$ cat src/verilog/hpm_pkg.sv
package hpm_pkg;
  localparam int unsigned CLK_HZ          = 10000000;
  localparam int unsigned DELAY_US_DFLT   = 1000;
  localparam int unsigned US_CYCLES       = CLK_HZ / 1000000;
  localparam logic [15:0] DELAY_CYC_DFLT  = 16'(DELAY_US_DFLT * US_CYCLES);
  localparam logic [31:0] POS_TOL_DFLT    = 32'h00000001;
  localparam logic [31:0] VEL_TOL_DFLT    = 32'h00000000;
  localparam logic        VEL_MON_DFLT    = 1'b0;
  localparam logic        MANUAL_DFLT     = 1'b0;
  localparam logic        REACT_RAMP_DFLT = 1'b0;
  localparam logic [2:0]  CS_FAILED       = 3'h5;
  localparam logic [2:0]  CS_IDLE         = 3'h0;
  localparam logic [2:0]  CS_STOPPING     = 3'h1;
  localparam logic [2:0]  CS_HOLD         = 3'h2;

  typedef enum logic [3:0] {
    HPM_IDLE  = 4'h1,
    HPM_DELAY = 4'h2,
    HPM_MON   = 4'h4,
    HPM_WAIT  = 4'h8
  } hpm_state_type;

  typedef struct packed {
    logic        vel_mon_en;
    logic        manual_restart;
    logic [31:0] pos_tol;
    logic [31:0] vel_tol;
    logic [15:0] delay_cyc;
  } hpm_cfg_type;

  typedef struct packed {
    logic in_en;
    logic bus_en;
    logic in_req;
    logic bus_req;
    logic stop_req;
  } hpm_act_type;
endpackage

$ cat src/verilog/hpm_sync.sv
`timescale 1ns/1ps
module hpm_sync
  import hpm_pkg::*;
(
  input  wire logic ref_clk,
  input  wire logic rst,
  input  wire logic din,
  output logic      dout
);
  typedef struct packed {
    logic s1;
    logic s2;
  } hpm_sync_st_type;
  hpm_sync_st_type st;
  hpm_sync_st_type next_st;

  always_comb begin
    next_st.s1 = din;
    next_st.s2 = st.s1;
  end

  always_ff @(posedge ref_clk or posedge rst) begin
    if (rst) begin
      st <= '0;
    end else begin
      st <= next_st;
    end
  end

  assign dout = st.s2;
endmodule

$ cat src/verilog/hpm_vel.sv
`timescale 1ns/1ps
module hpm_vel
  import hpm_pkg::*;
(
  input  wire logic        ref_clk,
  input  wire logic        rst,
  input  wire logic [31:0] pos,
  output logic [31:0]      vel
);
  typedef struct packed {
    logic [31:0] last;
    logic [31:0] vel;
    logic        primed;
  } hpm_vel_st_type;
  hpm_vel_st_type st;
  hpm_vel_st_type next_st;

  // Velocity as position difference per clock
  always_comb begin
    next_st = st;
    next_st.last = pos;
    next_st.primed = 1'b1;
    next_st.vel = st.primed ? (pos - st.last) : 32'h00000000;
  end

  always_ff @(posedge ref_clk or posedge rst) begin
    if (rst) begin
      st <= '0;
    end else begin
      st <= next_st;
    end
  end

  assign vel = st.vel;
endmodule

$ cat src/verilog/hpm_monitor.sv
`timescale 1ns/1ps
module hpm_monitor
  import hpm_pkg::*;
(
  input  wire logic        ref_clk,
  input  wire logic        rst,
  input  wire hpm_cfg_type cfg,
  input  wire logic        in_en,
  input  wire logic        bus_en,
  input  wire logic        safe_in_act,
  input  wire logic        bus_act,
  input  wire logic        ack_in_en,
  input  wire logic        ack_bus_en,
  input  wire logic        safe_in_ack,
  input  wire logic        bus_ack,
  input  wire logic        stop_req,
  input  wire logic        stop_react_ramp,
  input  wire logic        limit_fault,
  input  wire logic [31:0] safe_pos,
  output logic             hold_active_flag,
  output logic             fault_activate,
  output logic             hold_restart_req,
  output logic             stop_function_active_flag,
  output logic [2:0]       stop_function_internal_state,
  output logic             stop_torque_disable,
  output logic             stop_ramp_request,
  output logic [31:0]      safe_vel
);
  // One monitor per axis; a multi-axis device instantiates this once per axis
  typedef struct packed {
    hpm_state_type st;
    logic [15:0]   cnt;
    logic [31:0]   hold_pos;
    logic          fault;
    logic          from_stop;
    logic [2:0]    cs_state;
    logic          cs_fault;
    logic          cs_ramp;
  } hpm_st_type;
  hpm_st_type s;
  hpm_st_type next_s;

  logic        in_act_s;
  logic        ack_in_s;
  logic [31:0] vel;
  logic        req;
  logic        ack;
  logic [31:0] dpos;
  logic [31:0] avel;
  logic        pos_bad;
  logic        vel_bad;
  logic        vel_low;

  hpm_sync u_sync_act (
    .ref_clk (ref_clk),
    .rst     (rst),
    .din     (safe_in_act),
    .dout    (in_act_s)
  );
  hpm_sync u_sync_ack (
    .ref_clk (ref_clk),
    .rst     (rst),
    .din     (safe_in_ack),
    .dout    (ack_in_s)
  );
  hpm_vel u_vel (
    .ref_clk (ref_clk),
    .rst     (rst),
    .pos     (safe_pos),
    .vel     (vel)
  );

  always_comb begin
    req     = (in_en && in_act_s) || (bus_en && bus_act) || (s.cs_state == CS_HOLD);
    ack     = (ack_in_en && ack_in_s) || (ack_bus_en && bus_ack);
    dpos    = $signed(safe_pos) >= $signed(s.hold_pos) ? safe_pos - s.hold_pos : s.hold_pos - safe_pos;
    avel    = vel[31] ? 32'h00000000 - vel : vel;
    pos_bad = dpos > cfg.pos_tol;
    vel_bad = cfg.vel_mon_en && (avel > cfg.vel_tol);
    vel_low = avel < cfg.vel_tol;
  end

  always_comb begin
    next_s = s;
    // Controlled stop tail: stopping until velocity drops, then hold
    case (s.cs_state)
      CS_IDLE: begin
        if (stop_req || limit_fault) begin
          next_s.cs_state = CS_STOPPING;
        end
      end
      CS_STOPPING: begin
        if (vel_low) begin
          next_s.cs_state = CS_HOLD;
        end else if (!stop_req && !limit_fault) begin
          next_s.cs_state = CS_IDLE;
        end
      end
      CS_HOLD: begin
        if (!stop_req && !limit_fault) begin
          next_s.cs_state = CS_IDLE;
        end
      end
      default: begin
        next_s.cs_state = CS_FAILED;
      end
    endcase
    // Fault on the held axis while the stop owns it, or zero tolerance stalls handover
    if (s.cs_state != CS_IDLE && s.cs_state != CS_FAILED && (s.fault || cfg.vel_tol == 32'h00000000)) begin
      next_s.cs_state = CS_FAILED;
      next_s.cs_fault = 1'b1;
      next_s.cs_ramp  = stop_react_ramp;
    end

    case (s.st)
      HPM_IDLE: begin
        if (req) begin
          next_s.hold_pos  = safe_pos;
          next_s.from_stop = (s.cs_state == CS_HOLD);
          next_s.cnt       = 16'h0000;
          next_s.st        = (s.cs_state == CS_HOLD) ? HPM_MON : HPM_DELAY;
        end
      end
      HPM_DELAY: begin
        next_s.cnt = s.cnt + 16'h0001;
        if (s.cnt + 16'h0001 >= cfg.delay_cyc) begin
          next_s.hold_pos = safe_pos;
          next_s.st       = HPM_MON;
        end
        if (!req) begin
          next_s.st = cfg.manual_restart ? HPM_WAIT : HPM_IDLE;
        end
      end
      HPM_MON: begin
        if (pos_bad || vel_bad) begin
          next_s.fault = 1'b1;
        end
        if (!req) begin
          next_s.st = cfg.manual_restart ? HPM_WAIT : HPM_IDLE;
        end
      end
      HPM_WAIT: begin
        if (pos_bad || vel_bad) begin
          next_s.fault = 1'b1;
        end
        if (req) begin
          next_s.st = HPM_MON;
        end else if (ack) begin
          next_s.st = HPM_IDLE;
        end
      end
      default: begin
        next_s.st = HPM_IDLE;
      end
    endcase
  end

  always_ff @(posedge ref_clk or posedge rst) begin
    if (rst) begin
      s.st        <= HPM_IDLE;
      s.cnt       <= 16'h0000;
      s.hold_pos  <= 32'h00000000;
      s.fault     <= 1'b0;
      s.from_stop <= 1'b0;
      s.cs_state  <= CS_IDLE;
      s.cs_fault  <= 1'b0;
      s.cs_ramp   <= 1'b0;
    end else begin
      s <= next_s;
    end
  end

  assign hold_active_flag             = (s.st != HPM_IDLE);
  assign fault_activate               = s.fault;
  assign hold_restart_req             = (s.st == HPM_WAIT) && !req;
  assign stop_function_active_flag    = (s.cs_state != CS_IDLE);
  assign stop_function_internal_state = s.cs_state;
  assign stop_torque_disable          = s.cs_fault && !s.cs_ramp;
  assign stop_ramp_request            = s.cs_fault && s.cs_ramp;
  assign safe_vel                     = vel;

  cover_hold_c: cover property (@(posedge ref_clk) disable iff (rst) s.st == HPM_MON);
  cover_fault_c: cover property (@(posedge ref_clk) disable iff (rst) $rose(s.fault));
  cover_wait_c: cover property (@(posedge ref_clk) disable iff (rst) s.st == HPM_WAIT ##1 s.st == HPM_IDLE);
  cover_csfail_c: cover property (@(posedge ref_clk) disable iff (rst) s.cs_state == CS_FAILED);

  pos_fault_a: assert property (@(posedge ref_clk) disable iff (rst)
    (s.st == HPM_MON && pos_bad) |=> fault_activate)
    else $error("position violation did not raise fault");
  vel_fault_a: assert property (@(posedge ref_clk) disable iff (rst)
    (s.st == HPM_MON && cfg.vel_mon_en && avel > cfg.vel_tol) |=> fault_activate)
    else $error("velocity violation did not raise fault");
  hold_capture_a: assert property (@(posedge ref_clk) disable iff (rst)
    (s.st == HPM_IDLE && req) |=> s.hold_pos == $past(safe_pos))
    else $error("hold position not captured");
  stop_skip_a: assert property (@(posedge ref_clk) disable iff (rst)
    (s.st == HPM_IDLE && s.cs_state == CS_HOLD) |=> s.st == HPM_MON)
    else $error("stop activation did not skip delay");
  delay_wait_a: assert property (@(posedge ref_clk) disable iff (rst)
    (s.st == HPM_DELAY && s.cnt + 16'h0001 < cfg.delay_cyc && req) |=> s.st == HPM_DELAY)
    else $error("delay ended early");
  auto_restart_a: assert property (@(posedge ref_clk) disable iff (rst)
    (s.st == HPM_MON && !req && !cfg.manual_restart) |=> s.st == HPM_IDLE)
    else $error("automatic restart did not deactivate");
  manual_hold_a: assert property (@(posedge ref_clk) disable iff (rst)
    (s.st == HPM_WAIT && !ack && !req) |=> hold_active_flag && s.st == HPM_WAIT)
    else $error("manual restart released without acknowledge");

  restart_req_a: assert property (@(posedge ref_clk) disable iff (rst)
    hold_restart_req |-> s.st == HPM_WAIT)
    else $error("restart request outside wait state");

  fault_sticky_a: assert property (@(posedge ref_clk) disable iff (rst)
    fault_activate |=> fault_activate)
    else $error("fault output dropped");

  idle_flag_a: assert property (@(posedge ref_clk) disable iff (rst)
    (s.st == HPM_IDLE) |-> !hold_active_flag)
    else $error("active flag while idle");

  delay_end_a: assert property (@(posedge ref_clk) disable iff (rst)
    (s.st == HPM_DELAY && req && s.cnt + 16'h0001 >= cfg.delay_cyc) |=> s.st == HPM_MON)
    else $error("delay did not end on time");

  cs_handover_a: assert property (@(posedge ref_clk) disable iff (rst)
    (s.cs_state == CS_STOPPING && vel_low && !s.fault && cfg.vel_tol != 32'h00000000)
      |=> s.cs_state == CS_HOLD)
    else $error("stop did not hand over to hold");

  zero_tol_a: assert property (@(posedge ref_clk) disable iff (rst)
    (s.cs_state == CS_STOPPING && cfg.vel_tol == 32'h00000000) |=> s.cs_state == CS_FAILED)
    else $error("zero tolerance did not fail the stop");

  cs_sticky_a: assert property (@(posedge ref_clk) disable iff (rst)
    (s.cs_state == CS_FAILED) |=> s.cs_state == CS_FAILED)
    else $error("failed stop left its failed state");

  stop_start_a: assert property (@(posedge ref_clk) disable iff (rst)
    (s.cs_state == CS_IDLE && stop_req) |=> stop_function_active_flag)
    else $error("stop request did not raise stop flag");
  cs_failed_a: assert property (@(posedge ref_clk) disable iff (rst)
    $rose(s.cs_fault) |-> stop_function_internal_state == CS_FAILED)
    else $error("stop failure state not five");
  cs_react_a: assert property (@(posedge ref_clk) disable iff (rst)
    s.cs_fault |-> (stop_torque_disable != stop_ramp_request))
    else $error("stop fault reaction not exclusive");
endmodule

$ cat config.mk
export PLATFORM = sky130hd
export DESIGN_NAME = hpm_monitor
export DESIGN_NICKNAME = d
export VERILOG_FILES = /design/src/verilog/hpm_pkg.sv /design/src/verilog/hpm_sync.sv /design/src/verilog/hpm_vel.sv /design/src/verilog/hpm_monitor.sv
export SDC_FILE = /design/constraint.sdc
export NUM_CORES = 1
export LEC_CHECK = 0
export ABC_AREA = 1
export BUFFER_PORTS_ARGS = -buffer_cell sky130_fd_sc_hd__buf_4
export CAP_MARGIN = 20
export CORE_MARGIN = 2
export CORE_UTILIZATION = 60
export CTS_CLUSTER_DIAMETER = 40
export DETAILED_ROUTE_END_ITERATION = 7
export GPL_TIMING_DRIVEN = 1
export HOLD_SLACK_MARGIN = 0.03
export PLACE_DENSITY = 0.79
export SETUP_SLACK_MARGIN = 0.4
export SLEW_MARGIN = 20
export SYNTH_ARGS = -nofsm -noshare
export SYNTH_HDL_FRONTEND = slang
export SYNTH_SLANG_ARGS = --single-unit
export TNS_END_PERCENT = 50
$ cat constraint.sdc
create_clock -name ref_clk -period 5.57 [get_ports ref_clk]
set_input_delay 0.2785 -clock ref_clk [delete_from_list [all_inputs] [get_ports ref_clk]]
set_output_delay 0.2785 -clock ref_clk [all_outputs]
set_load 0.05 [all_outputs]
# == Word-level counts from Yosys, hierarchy flattened ==
# Cells that the tools add are included.
# op_classes
add_sub_neg,5
multipliers,0
div,0
n_lt_le_gt_ge,5
eq_ne,14
n_shift,0
n_mux,19
n_bitwise,0
reduce_logical,30
# ops
op,n
$mux W32,4
$pmux W48 S2,1
$sub A32 B32 Y32,3
$gt A32 B32 Y1,2
$mux W52,1
$ge A32 B32 Y1,1
$logic_not A32 Y1,1
$lt A32 B32 Y1,1
$sub A1 B32 Y32 const A,1
$mux W4,6
$add A16 B1 Y16 const B,1
$ge A16 B16 Y1,1
$pmux W4 S4,1
$mux W3,4
$ne A3 B3 Y1 const B,4
$logic_and A1 B1 Y1,11
$pmux W3 S3,1
$logic_or A1 B1 Y1,6
$ne A2 B2 Y1 const B,3
$mux W5,1
$eq A4 B1 Y1 const B,1
$eq A4 B2 Y1 const B,1
$eq A4 B3 Y1 const B,1
$eq A4 B4 Y1 const B,1
11 further kinds,15
# word_totals
register_bits,127
latchBits,0
ram_bits,0
rom_bits,0
in_bits,127
n_memories,0

# == Depth between registers and ports, before layout ==
# Gate-level depths: netlist (run 1).
# depth
word_depth,6
ltp_mapped,34
ltp_nobuf,32

# == Hierarchy ==
# From an unflattened synthesis (run 1), not the netlist that was laid out.
# hier_totals
cells_unflattened,2615
area_unflattened_um2,15685.0
# modules_own_cells
mod,n_inst,cells_per_inst,area_each_um2
hpm_monitor,1,1941,11004.3
hpm_vel,1,668,4573.1
hpm_sync,2,3,53.8

# == Worst setup path before layout (run 1) ==
# OpenSTA, ideal clock, no wires.
# synth_timing
kind,in2reg
startpoint,in safe_pos[0]
endpoint,"reg s, in the netlist fault_activate"
setup_time_ns,0.118
arrival_ns,3.170
setup_slack_ns,2.282
cell_stages,28
n_path_buf,2
cell_sequence,inv_1 -> ha_1 -> inv_1 -> fa_1 -> nand3_1 -> nand3_1 -> nand2_1 -> nand2_1 -> nand2_2 -> nand2_4 -> nand2_2 -> nand2_2 -> nand2_4 -> nand3_2 -> buf_6 -> buf_6 -> nor2_1 -> nor2_1 -> ha_1 -> nand2_1 -> nor2_1 -> nand2_1 -> nor4_1 -> nand4_1 -> nand2_1 -> nand2_1 -> nand2_1 -> nand2_1
# synth_via
elab_chain_len,5
elab_cells_between_ends,7
cone_classes,add/sub (2); order compare (2); mux (1); reduce/logical (2)
# synth_rtl
element,line_no,source
"start, declared",hpm_monitor.sv:19,"input wire logic [31:0] safe_pos,"
$sub A32 B32 Y32 or $ge A32 B32 Y1 (tied branches),hpm_monitor.sv:76,dpos = $signed(safe_pos) >= $signed(s.hold_pos) ? safe_pos - s.hold_pos : s.hold_pos - safe_pos;
$mux W32 (*),hpm_monitor.sv:76,
$gt A32 B32 Y1 (*),hpm_monitor.sv:78,pos_bad = dpos > cfg.pos_tol;
$logic_or A1 B1 Y1 (*),"hpm_monitor.sv:135, hpm_monitor.sv:143",
$reduce_and A2 Y1 (no line) (*),n/a,
"end signal, assigned",hpm_monitor.sv:169,s <= next_s;
"end, declared",hpm_monitor.sv:40,hpm_st_type s;
# Every way passes the cells marked *; elsewhere a longest branch is shown, timed or not.
# A chain may end at the register's enable or synchronous reset.

# == Worst setup path in the final report (run 1) ==
# Ends and elaborated chain as after synthesis.

==> results of run 1 <==
==> sequential cells by signal, summed over array words and instances, names as in the netlist <==
signal and cells:
u_sync_act.next_st 1, u_sync_act.dout 1, stop_function_internal_state 3, u_sync_ack.dout 1, fault_activate 1, s 54
u_sync_ack.next_st 1, u_vel.vel 32, u_vel.st 33
==> critical path, cell delays in order <==
cell and delay (ps):
sky130_fd_sc_hd__dlygate4sd3_1 540, sky130_fd_sc_hd__buf_4 150, sky130_fd_sc_hd__inv_1 110, sky130_fd_sc_hd__ha_1 170, sky130_fd_sc_hd__inv_1 100, sky130_fd_sc_hd__fa_1 440, sky130_fd_sc_hd__nand3_1 100, sky130_fd_sc_hd__nand3_1 160
sky130_fd_sc_hd__nand2_1 100, sky130_fd_sc_hd__nand2_1 100, sky130_fd_sc_hd__nand2_2 100, sky130_fd_sc_hd__nand2_4 60, sky130_fd_sc_hd__nand2_2 90, sky130_fd_sc_hd__nand2_2 60, sky130_fd_sc_hd__nand2_4 210, sky130_fd_sc_hd__nand3_4 380
sky130_fd_sc_hd__nor2_1 200, sky130_fd_sc_hd__nor2_1 70, sky130_fd_sc_hd__ha_1 290, sky130_fd_sc_hd__nand2_1 70, sky130_fd_sc_hd__nor2_1 140, sky130_fd_sc_hd__nand2_1 110, sky130_fd_sc_hd__nor4_1 270, sky130_fd_sc_hd__nand4_1 120
sky130_fd_sc_hd__nand2_1 180, sky130_fd_sc_hd__nand2_1 70, sky130_fd_sc_hd__nand2_1 60, sky130_fd_sc_hd__nand2_1 40
==> placed cells by master (no fill, tap or decap), types with 13 or more instances in the layout <==
master	Yosys	final
sky130_fd_sc_hd__o21ai_0	112	112
sky130_fd_sc_hd__xnor2_1	13	13
sky130_fd_sc_hd__a21oi_1	156	156
sky130_fd_sc_hd__dlygate4sd3_1	0	34
sky130_fd_sc_hd__buf_4	35	170
sky130_fd_sc_hd__xor2_1	46	46
sky130_fd_sc_hd__dfrtp_1	126	126
sky130_fd_sc_hd__clkbuf_16	0	17
sky130_fd_sc_hd__nand3_1	97	97
sky130_fd_sc_hd__o21a_1	13	13
sky130_fd_sc_hd__nand2_1	748	748
sky130_fd_sc_hd__nor3_1	19	19
sky130_fd_sc_hd__nor2_1	224	224
sky130_fd_sc_hd__ha_1	176	176
sky130_fd_sc_hd__nand4_1	68	68
sky130_fd_sc_hd__inv_1	509	508
==> final cells by class <==
cell class              count  area (µm²)
multi-input cells        1752        9430
fillers                  2176        7188
flip-flops and latches    127        3179
inverters                 514        1932
repair buffers            205        1637
clock buffers              18       439.2
well taps                 324       405.4
clock inverters            14       180.2
==> through the flow <==
step | instances | setup WS (ps)
final | 2954 | 1086
after global placement | 2887 | 1174
after floorplan | 2456 | 1909
after detailed placement | 2887 | 1024
after global routing | 2954 | 588.3
after CTS | 2952 | 892.1
==> power breakdown <==
part | total [mW] | internal [mW] | switching, mW
Sequential | 1.26 | 1.11 | 0.154
Clock | 1.18 | 0.723 | 0.460
Combinational | 5.13 | 1.75 | 3.38
Total | 7.58 | 3.58 | 4.00
==> cells by family after synthesis <==
group | share of synthesized area [%]
and+or+nand+nor | 33.29
buffers and inverters | 15.60
AOI/OAI and AO/OA | 11.19
adders and majority gates | 15.15
DFF | 21.29
xor gates and xnor gates | 3.461
other | 0.02512
==> what timing repair did <==
| action | in CTS | in global routing |
|---|---|---|
| hold buffers | 33 | 1 |
| setup endpoints to repair | 0 | 1 |
| endpoints found under the hold margin | 53 | 1 |
| resized for setup | 0 | 1 |
==> metal layers <==
layer  track usage (%)  routed length (µm)
met2             61.73               21690
met3             3.294                2396
met5                 0                   0
met1             41.03               18320
met4             14.24                1835
==> path summary, 6_finish.rpt <==
path                                                    to  cells after the start
worst max-delay path            fault_activate$_DFFE_PP0P_                     28
worst max register to register  fault_activate$_DFFE_PP0P_                     21
worst min register to register   u_sync_act.dout$_DFF_PP0_                      0
worst min-delay path                u_vel.st[34]$_DFF_PP0_                      1
max in group asynchronous           u_vel.st[43]$_DFF_PP0_                      4
min in group asynchronous        u_sync_ack.dout$_DFF_PP0_                      3
==> load_flow_metrics.sql, run 1 <==
INSERT INTO impl_metrics (metric_group, metric, value, unit) VALUES
('yosys', 'yosys.cell_count.top_type', 'sky130_fd_sc_hd__nand2_1', ''),
('route', 'first_iter_violations', '1449', ''),
('worst_setup_path', 'crit_start', 'safe_pos[0]', ''),
('sta', 'period_needed', '4484', 'ps'),
('final_layout', 'stdcell_area', '17200', 'µm²'),
('yosys', 'synthesis.yosys.warnings', '0', ''),
('die', 'ios', '168', ''),
('hold_path', 'worst_hold_check_path_type', 'input pin to flip-flop', ''),
('route', 'viasPerCell', '5.345', ''),
('final_layout', 'area_growth', '15.22', '%'),
('die', 'floorplan.rows', '57', ''),
('yosys', 'netlist_area', '14930', 'µm²'),
('route', 'antenna_violating_nets_post_route', '0', ''),
('yosys', 'synth-seq-area-share', '21.29', '%'),
('final_layout', 'finalCoreUtilization', '70.53', '%'),
('worst_setup_path', 'rrSetupSlack', '1330', 'ps'),
('die', 'dieHeight', '161.7', 'µm'),
('route', 'finalWirelength', '44.24', 'mm'),
('power_and_ir_drop', 'total_leakage_power', '10.09', 'nW'),
('yosys', 'synth_cell_types', '39', ''),
('global_route', 'number_of_global_route_vias_before_repair', '15233', ''),
('global_route', 'global_route.usage.total', '33.95', '%'),
('yosys', 'synth_enable_flop_cells', '0', ''),
('yosys', 'syn-num-nets', '2762', ''),
('yosys', 'syn_avg_cell_area', '6.079', 'µm²'),
('sta', 'timing_worst_slew_pin_value', '955.5', 'ps'),
('clock_network', 'root_buffer', 'sky130_fd_sc_hd__clkbuf_16', ''),
('sta', 'fin_hold_ws', '59.96', 'ps'),
('worst_setup_path', 'cp.arrival', '4790', 'ps'),
('clock_network', 'cts_buffer_depth', '2', ''),
('sta', 'finalSetupViolations', '0', ''),
('power_and_ir_drop', 'fin_total_pwr', '7.577', 'mW'),
('die', 'core-area', '24390', 'µm²'),
('route', 'route.vias.total', '15790', ''),
('clock_network', 'cts.sink_count', '127', ''),
('worst_setup_path', 'critical_path.max_fanout', '39', ''),
('yosys', 'synth_flop_cell', 'sky130_fd_sc_hd__dfrtp_1', ''),
('worst_setup_path', 'critical_path.endpoint_type', 'flip-flop', ''),
('yosys', 'synth_top_area_share', '21.12', '%'),
('sta', 'rsz_0062_raised_after_global_routing', 'false', ''),
('power_and_ir_drop', 'power_per_cell_area', '440.5', 'nW/µm²'),
('final_layout', 'antennaDiodeCount', '0', ''),
('clock_network', 'cts.htree.levels', '4', ''),
('sta', 'hold_viol', '0', ''),
('global_route', 'grt_antenna_before_repair', '0', ''),
('yosys', 'ys_top_cells_by_count', 'sky130_fd_sc_hd__nand2_1, sky130_fd_sc_hd__inv_1, sky130_fd_sc_hd__nor2_1', ''),
('clock_network', 'clock_latency', '430', 'ps'),
('clock_network', 'numCtsBuffers', '17', ''),
('die', 'die_x', '161.7', 'µm'),
('placed_design', 'portBuffers', '167', ''),
('final_layout', 'fin_nets', '2923', ''),
('run_status', 'outcome', 'completed', ''),
('die', 'die-area', '26160', 'µm²'),
('worst_setup_path', 'crit_type', 'input pin to flip-flop', ''),
('route', 'drt-wirelength-per-cell', '14.97', 'µm'),
('yosys', 'syn_inst', '2456', ''),
('die', 'start_util', '61.21', '%'),
('worst_setup_path', 'critical_path.reg2reg.startpoint', 's[12]$_DFFE_PP0P_', ''),
('yosys', 'proportion_of_synthesized_flip_flops_having_asynchronous_set_or_reset', '100.0', '%'),
('sta', 'slew_viol_final', '0', ''),
('yosys', 'synth.area.top_cells', 'sky130_fd_sc_hd__dfrtp_1, sky130_fd_sc_hd__nand2_1, sky130_fd_sc_hd__ha_1', ''),
('final_layout', 'drive_gt1_share', '9.087', '%'),
('sta', 'timing.setup.tns', '0', 'ps'),
('placed_design', 'placed_cell_area', '16220', 'µm²'),
('yosys', 'post-synth-top-area-cell', 'sky130_fd_sc_hd__dfrtp_1', ''),
('sta', 'final.period_utilization', '80.50', '%'),
('clock_network', 'clk_pin_slew_worst_paths', '60', 'ps'),
('hold_path', 'startpoint_of_the_lowest_slack_hold_path', 'safe_pos[1]', ''),
('global_route', 'grt_pass1_wl', '71.94', 'mm'),
('worst_setup_path', 'crit_path_start_kind', 'input pin', ''),
('sta', 'finClkSkew', '17.66', 'ps');
Power figures use the tool's default switching activity.
==> run 2: changes to the inputs <==
--- a/config.mk
+++ b/config.mk
@@ -9,12 +9,12 @@
 export BUFFER_PORTS_ARGS = -buffer_cell sky130_fd_sc_hd__buf_4
 export CAP_MARGIN = 20
 export CORE_MARGIN = 2
-export CORE_UTILIZATION = 60
+export CORE_UTILIZATION = 55
 export CTS_CLUSTER_DIAMETER = 40
 export DETAILED_ROUTE_END_ITERATION = 7
 export GPL_TIMING_DRIVEN = 1
 export HOLD_SLACK_MARGIN = 0.03
-export PLACE_DENSITY = 0.79
+export PLACE_DENSITY = 0.77
 export SETUP_SLACK_MARGIN = 0.4
 export SLEW_MARGIN = 20
 export SYNTH_ARGS = -nofsm -noshare
==> constraint.sdc (replaced) <==
create_clock -name ref_clk -period 3.9 [get_ports ref_clk]
set_input_delay 0.195 -clock ref_clk [delete_from_list [all_inputs] [get_ports ref_clk]]
set_output_delay 0.195 -clock ref_clk [all_outputs]
set_load 0.05 [all_outputs]
==> load_flow_metrics.sql, run 2 (same netlist as run 1, synthesis figures left out) <==
INSERT INTO impl_metrics (metric_group, metric, value, unit) VALUES
('route', 'viasPerCell', '5.406', ''),
('sta', 'rsz_0062_raised_after_global_routing', 'true', ''),
('final_layout', 'area_growth', '24.96', '%'),
('final_layout', 'most-common-layout-cells', 'sky130_fd_sc_hd__nand2_1, sky130_fd_sc_hd__inv_1, sky130_fd_sc_hd__buf_4', ''),
('global_route', 'global_route.usage.total', '33.42', '%'),
('worst_setup_path', 'crit_type', 'flip-flop to flip-flop', ''),
('route', 'drt-wirelength-per-cell', '16.29', 'µm'),
('placed_design', 'portBuffers', '167', ''),
('die', 'dieHeight', '168.8', 'µm'),
('die', 'die_x', '168.8', 'µm'),
('sta', 'final.period_utilization', '90.73', '%'),
('global_route', 'grt.overflow.total', '0', ''),
('run_status', 'outcome', 'completed', ''),
('sta', 'hold_viol', '0', ''),
('worst_setup_path', 'critical_path.endpoint_type', 'flip-flop', ''),
('worst_setup_path', 'critical_path.max_fanout', '6', ''),
('sta', 'achievable-frequency', '282.6', 'MHz'),
('clock_network', 'root_buffer', 'sky130_fd_sc_hd__clkbuf_16', ''),
('die', 'ios', '168', ''),
('sta', 'slew_viol_final', '0', ''),
('route', 'drtPass1Iterations', '7', ''),
('power_and_ir_drop', 'power.internal', '6.244', 'mW'),
('sta', 'fin_hold_ws', '101.0', 'ps'),
('final_layout', 'finalCoreUtilization', '69.61', '%'),
('die', 'die-area', '28480', 'µm²'),
('final_layout', 'largest_reg_flops', '54', ''),
('route', 'antenna_violating_nets_post_route', '0', ''),
('sta', 'period_needed', '3539', 'ps'),
('final_layout', 'drive_gt1_share', '16.08', '%'),
('power_and_ir_drop', 'netSwitchingFraction', '51.87', '%'),
('worst_setup_path', 'cp.arrival', '3840', 'ps'),
('die', 'start_util', '55.71', '%'),
('global_route', 'grt_antenna_before_repair', '0', ''),
('die', 'floorplan.rows', '60', ''),
('power_and_ir_drop', 'total_leakage_power', '10.53', 'nW'),
('flow_run', 'timing.max_cap.violations', '0', ''),
('final_layout', 'most_common_library_cell_in_the_layout_ignoring_fill_and_taps', 'sky130_fd_sc_hd__nand2_1', ''),
('clock_network', 'cts_buffer_depth', '2', ''),
('clock_network', 'clock_latency', '430', 'ps'),
('clock_network', 'clk_pin_slew_worst_paths', '60', 'ps'),
('final_layout', 'register_area', '3179', 'µm²'),
('final_layout', 'n_fill_cell', '2360', ''),
('route', 'route.vias.total', '16396', ''),
('sta', 'finalSetupViolations', '0', ''),
('global_route', 'pin_count_of_the_biggest_net_entering_global_routing', '128', ''),
('final_layout', 'antennaDiodeCount', '0', ''),
('power_and_ir_drop', 'power_share_of_the_sequential_group', '14.2', '%'),
('global_route', 'number_of_global_route_vias_before_repair', '15967', ''),
('final_layout', 'largest_register', 's', ''),
('global_route', 'grt_pass1_wl', '76.28', 'mm'),
('die', 'core-area', '26800', 'µm²'),
('placed_design', 'place_congestion', '1.024', ''),
('hold_path', 'worst_hold_check_path_type', 'input pin to flip-flop', ''),
('sta', 'finClkSkew', '15.51', 'ps'),
('final_layout', 'multiInputGateArea', '10210', 'µm²'),
('sta', 'slew_headroom', '33.67', '%'),
('route', 'drt_drc_violations_left', '0', ''),
('final_layout', 'fin_nets', '2985', ''),
('placed_design', 'hpwlAfterDp', '37.20', 'mm'),
('power_and_ir_drop', 'power.share.combinational', '72.8', '%'),
('worst_setup_path', 'crit_path_start_kind', 'flip-flop', ''),
('power_and_ir_drop', 'switchingPower', '6.728', 'mW'),
('route', 'finalWirelength', '49.40', 'mm'),
('power_and_ir_drop', 'power.ir.vdd_worst', '736.8', 'µV'),
('route', 'first_iter_violations', '1240', ''),
('clock_network', 'cts_tree', 'built', ''),
('clock_network', 'numCtsBuffers', '17', ''),
('sta', 'timing_worst_slew_pin_value', '994.9', 'ps'),
('power_and_ir_drop', 'power_per_cell_area', '695.3', 'nW/µm²'),
('worst_setup_path', 'required_worst_endpoint', '4200', 'ps'),
('clock_network', 'cts.htree.levels', '4', ''),
('power_and_ir_drop', 'share_clk_of_total_power', '13.0', '%'),
('clock_network', 'cts.sink_count', '127', '');
[run 2: cell count changes in the layout (fill, tap and decap cells not counted), sizes merged]
cell	change
dlygate4sd3	+2
clkinvlp	+1
inv	-1
buf	+56
clkbuf	+3
nand2	+1
[run 2: critical path, stage by stage, from the launching register on]
cell and delay, ps:
sky130_fd_sc_hd__dfrtp_1 410, sky130_fd_sc_hd__ha_2 430, sky130_fd_sc_hd__nand2_1 170, sky130_fd_sc_hd__nor2_2 240, sky130_fd_sc_hd__nand2_1 110, sky130_fd_sc_hd__inv_1 180, sky130_fd_sc_hd__nand3_1 220, sky130_fd_sc_hd__nand3_1 150
sky130_fd_sc_hd__nand2_1 60, sky130_fd_sc_hd__nand2_1 70, sky130_fd_sc_hd__nand4_1 90, sky130_fd_sc_hd__nand2_1 90, sky130_fd_sc_hd__inv_1 50, sky130_fd_sc_hd__ha_1 290, sky130_fd_sc_hd__a21oi_2 150, sky130_fd_sc_hd__nor2_1 70
sky130_fd_sc_hd__nor2_1 80, sky130_fd_sc_hd__nand3_1 90, sky130_fd_sc_hd__a21oi_2 130, sky130_fd_sc_hd__nand2_1 70, sky130_fd_sc_hd__nand2_2 100, sky130_fd_sc_hd__nand2_1 60, sky130_fd_sc_hd__nand2_1 50, sky130_fd_sc_hd__nand2_1 50
[run 2: path summary, 6_finish.rpt]
path / start / end / slack [ps] / cells after the start
max in group asynchronous: rst / u_vel.vel[13]$_DFF_PP0_ / 2820 / 4
max: s[22]$_DFFE_PP0P_ / fault_activate$_DFFE_PP0P_ / 360 / 23
min in group asynchronous: rst / u_vel.st[36]$_DFF_PP0_ / 480 / 4
max reg2reg: s[22]$_DFFE_PP0P_ / fault_activate$_DFFE_PP0P_ / 360 / 23
min: safe_pos[5] / s[12]$_DFFE_PP0P_ / 100 / 3
min reg2reg: u_sync_ack.next_st[0]$_DFF_PP0_ / u_sync_ack.dout$_DFF_PP0_ / 350 / 0
[run 2: metal layers]
metal	vias up	global-route usage, %	share of wire (%)
li1	8071	-	-
met1	7470	40.00	40
met2	673	59.37	49
met3	182	3.156	5.2
met4	0	17.84	5.8
met5	-	0	0
[run 2: final cells by class]
type / count / share of cell area, %
Clock buffer: 18 / 2.354
Clock inverter: 14 / 0.9657
Inverter: 514 / 10.37
Multi-Input combinational cell: 1753 / 54.71
Sequential cell: 127 / 17.04
Tap cell: 341 / 2.287
Timing Repair Buffer: 266 / 12.27
[run 2: repair_timing]
item | in CTS | in global routing
hold endpoints to repair | 83 | 0
setup buffers | 11 | 19
hold buffers | 36 | 0
gates cloned | 4 | 4
pin swaps | 22 | 38
resized for setup | 79 | 103
setup endpoints to repair | 33 | 38
[run 2: per-stage QoR]
stage	power [mW]	setup TNS [ps]	cells	instance area, µm²	setup slack [ps]
6_report	12.97	0	3033	18660	361.4
5_1_grt	14.06	0	3033	18660	137.5
4_1_cts	11.77	0	3010	17980	358.2
3_5_place_dp	9.226	-64.22	2927	16450	-64.22
3_3_place_gp	9.037	0	2927	16450	67.70
2_1_floorplan	7.218	0	2456	14930	618.4
[run 2: power groups by stage]
stage          Clock [mW]  Combinational, mW  Sequential [mW]
2_1_floorplan           0               5.47             1.75
3_3_place_gp            0               7.24             1.79
3_5_place_dp            0               7.41             1.81
4_1_cts              1.69               8.27             1.81
5_1_grt              1.76               10.4             1.87
6_report             1.68               9.44             1.85
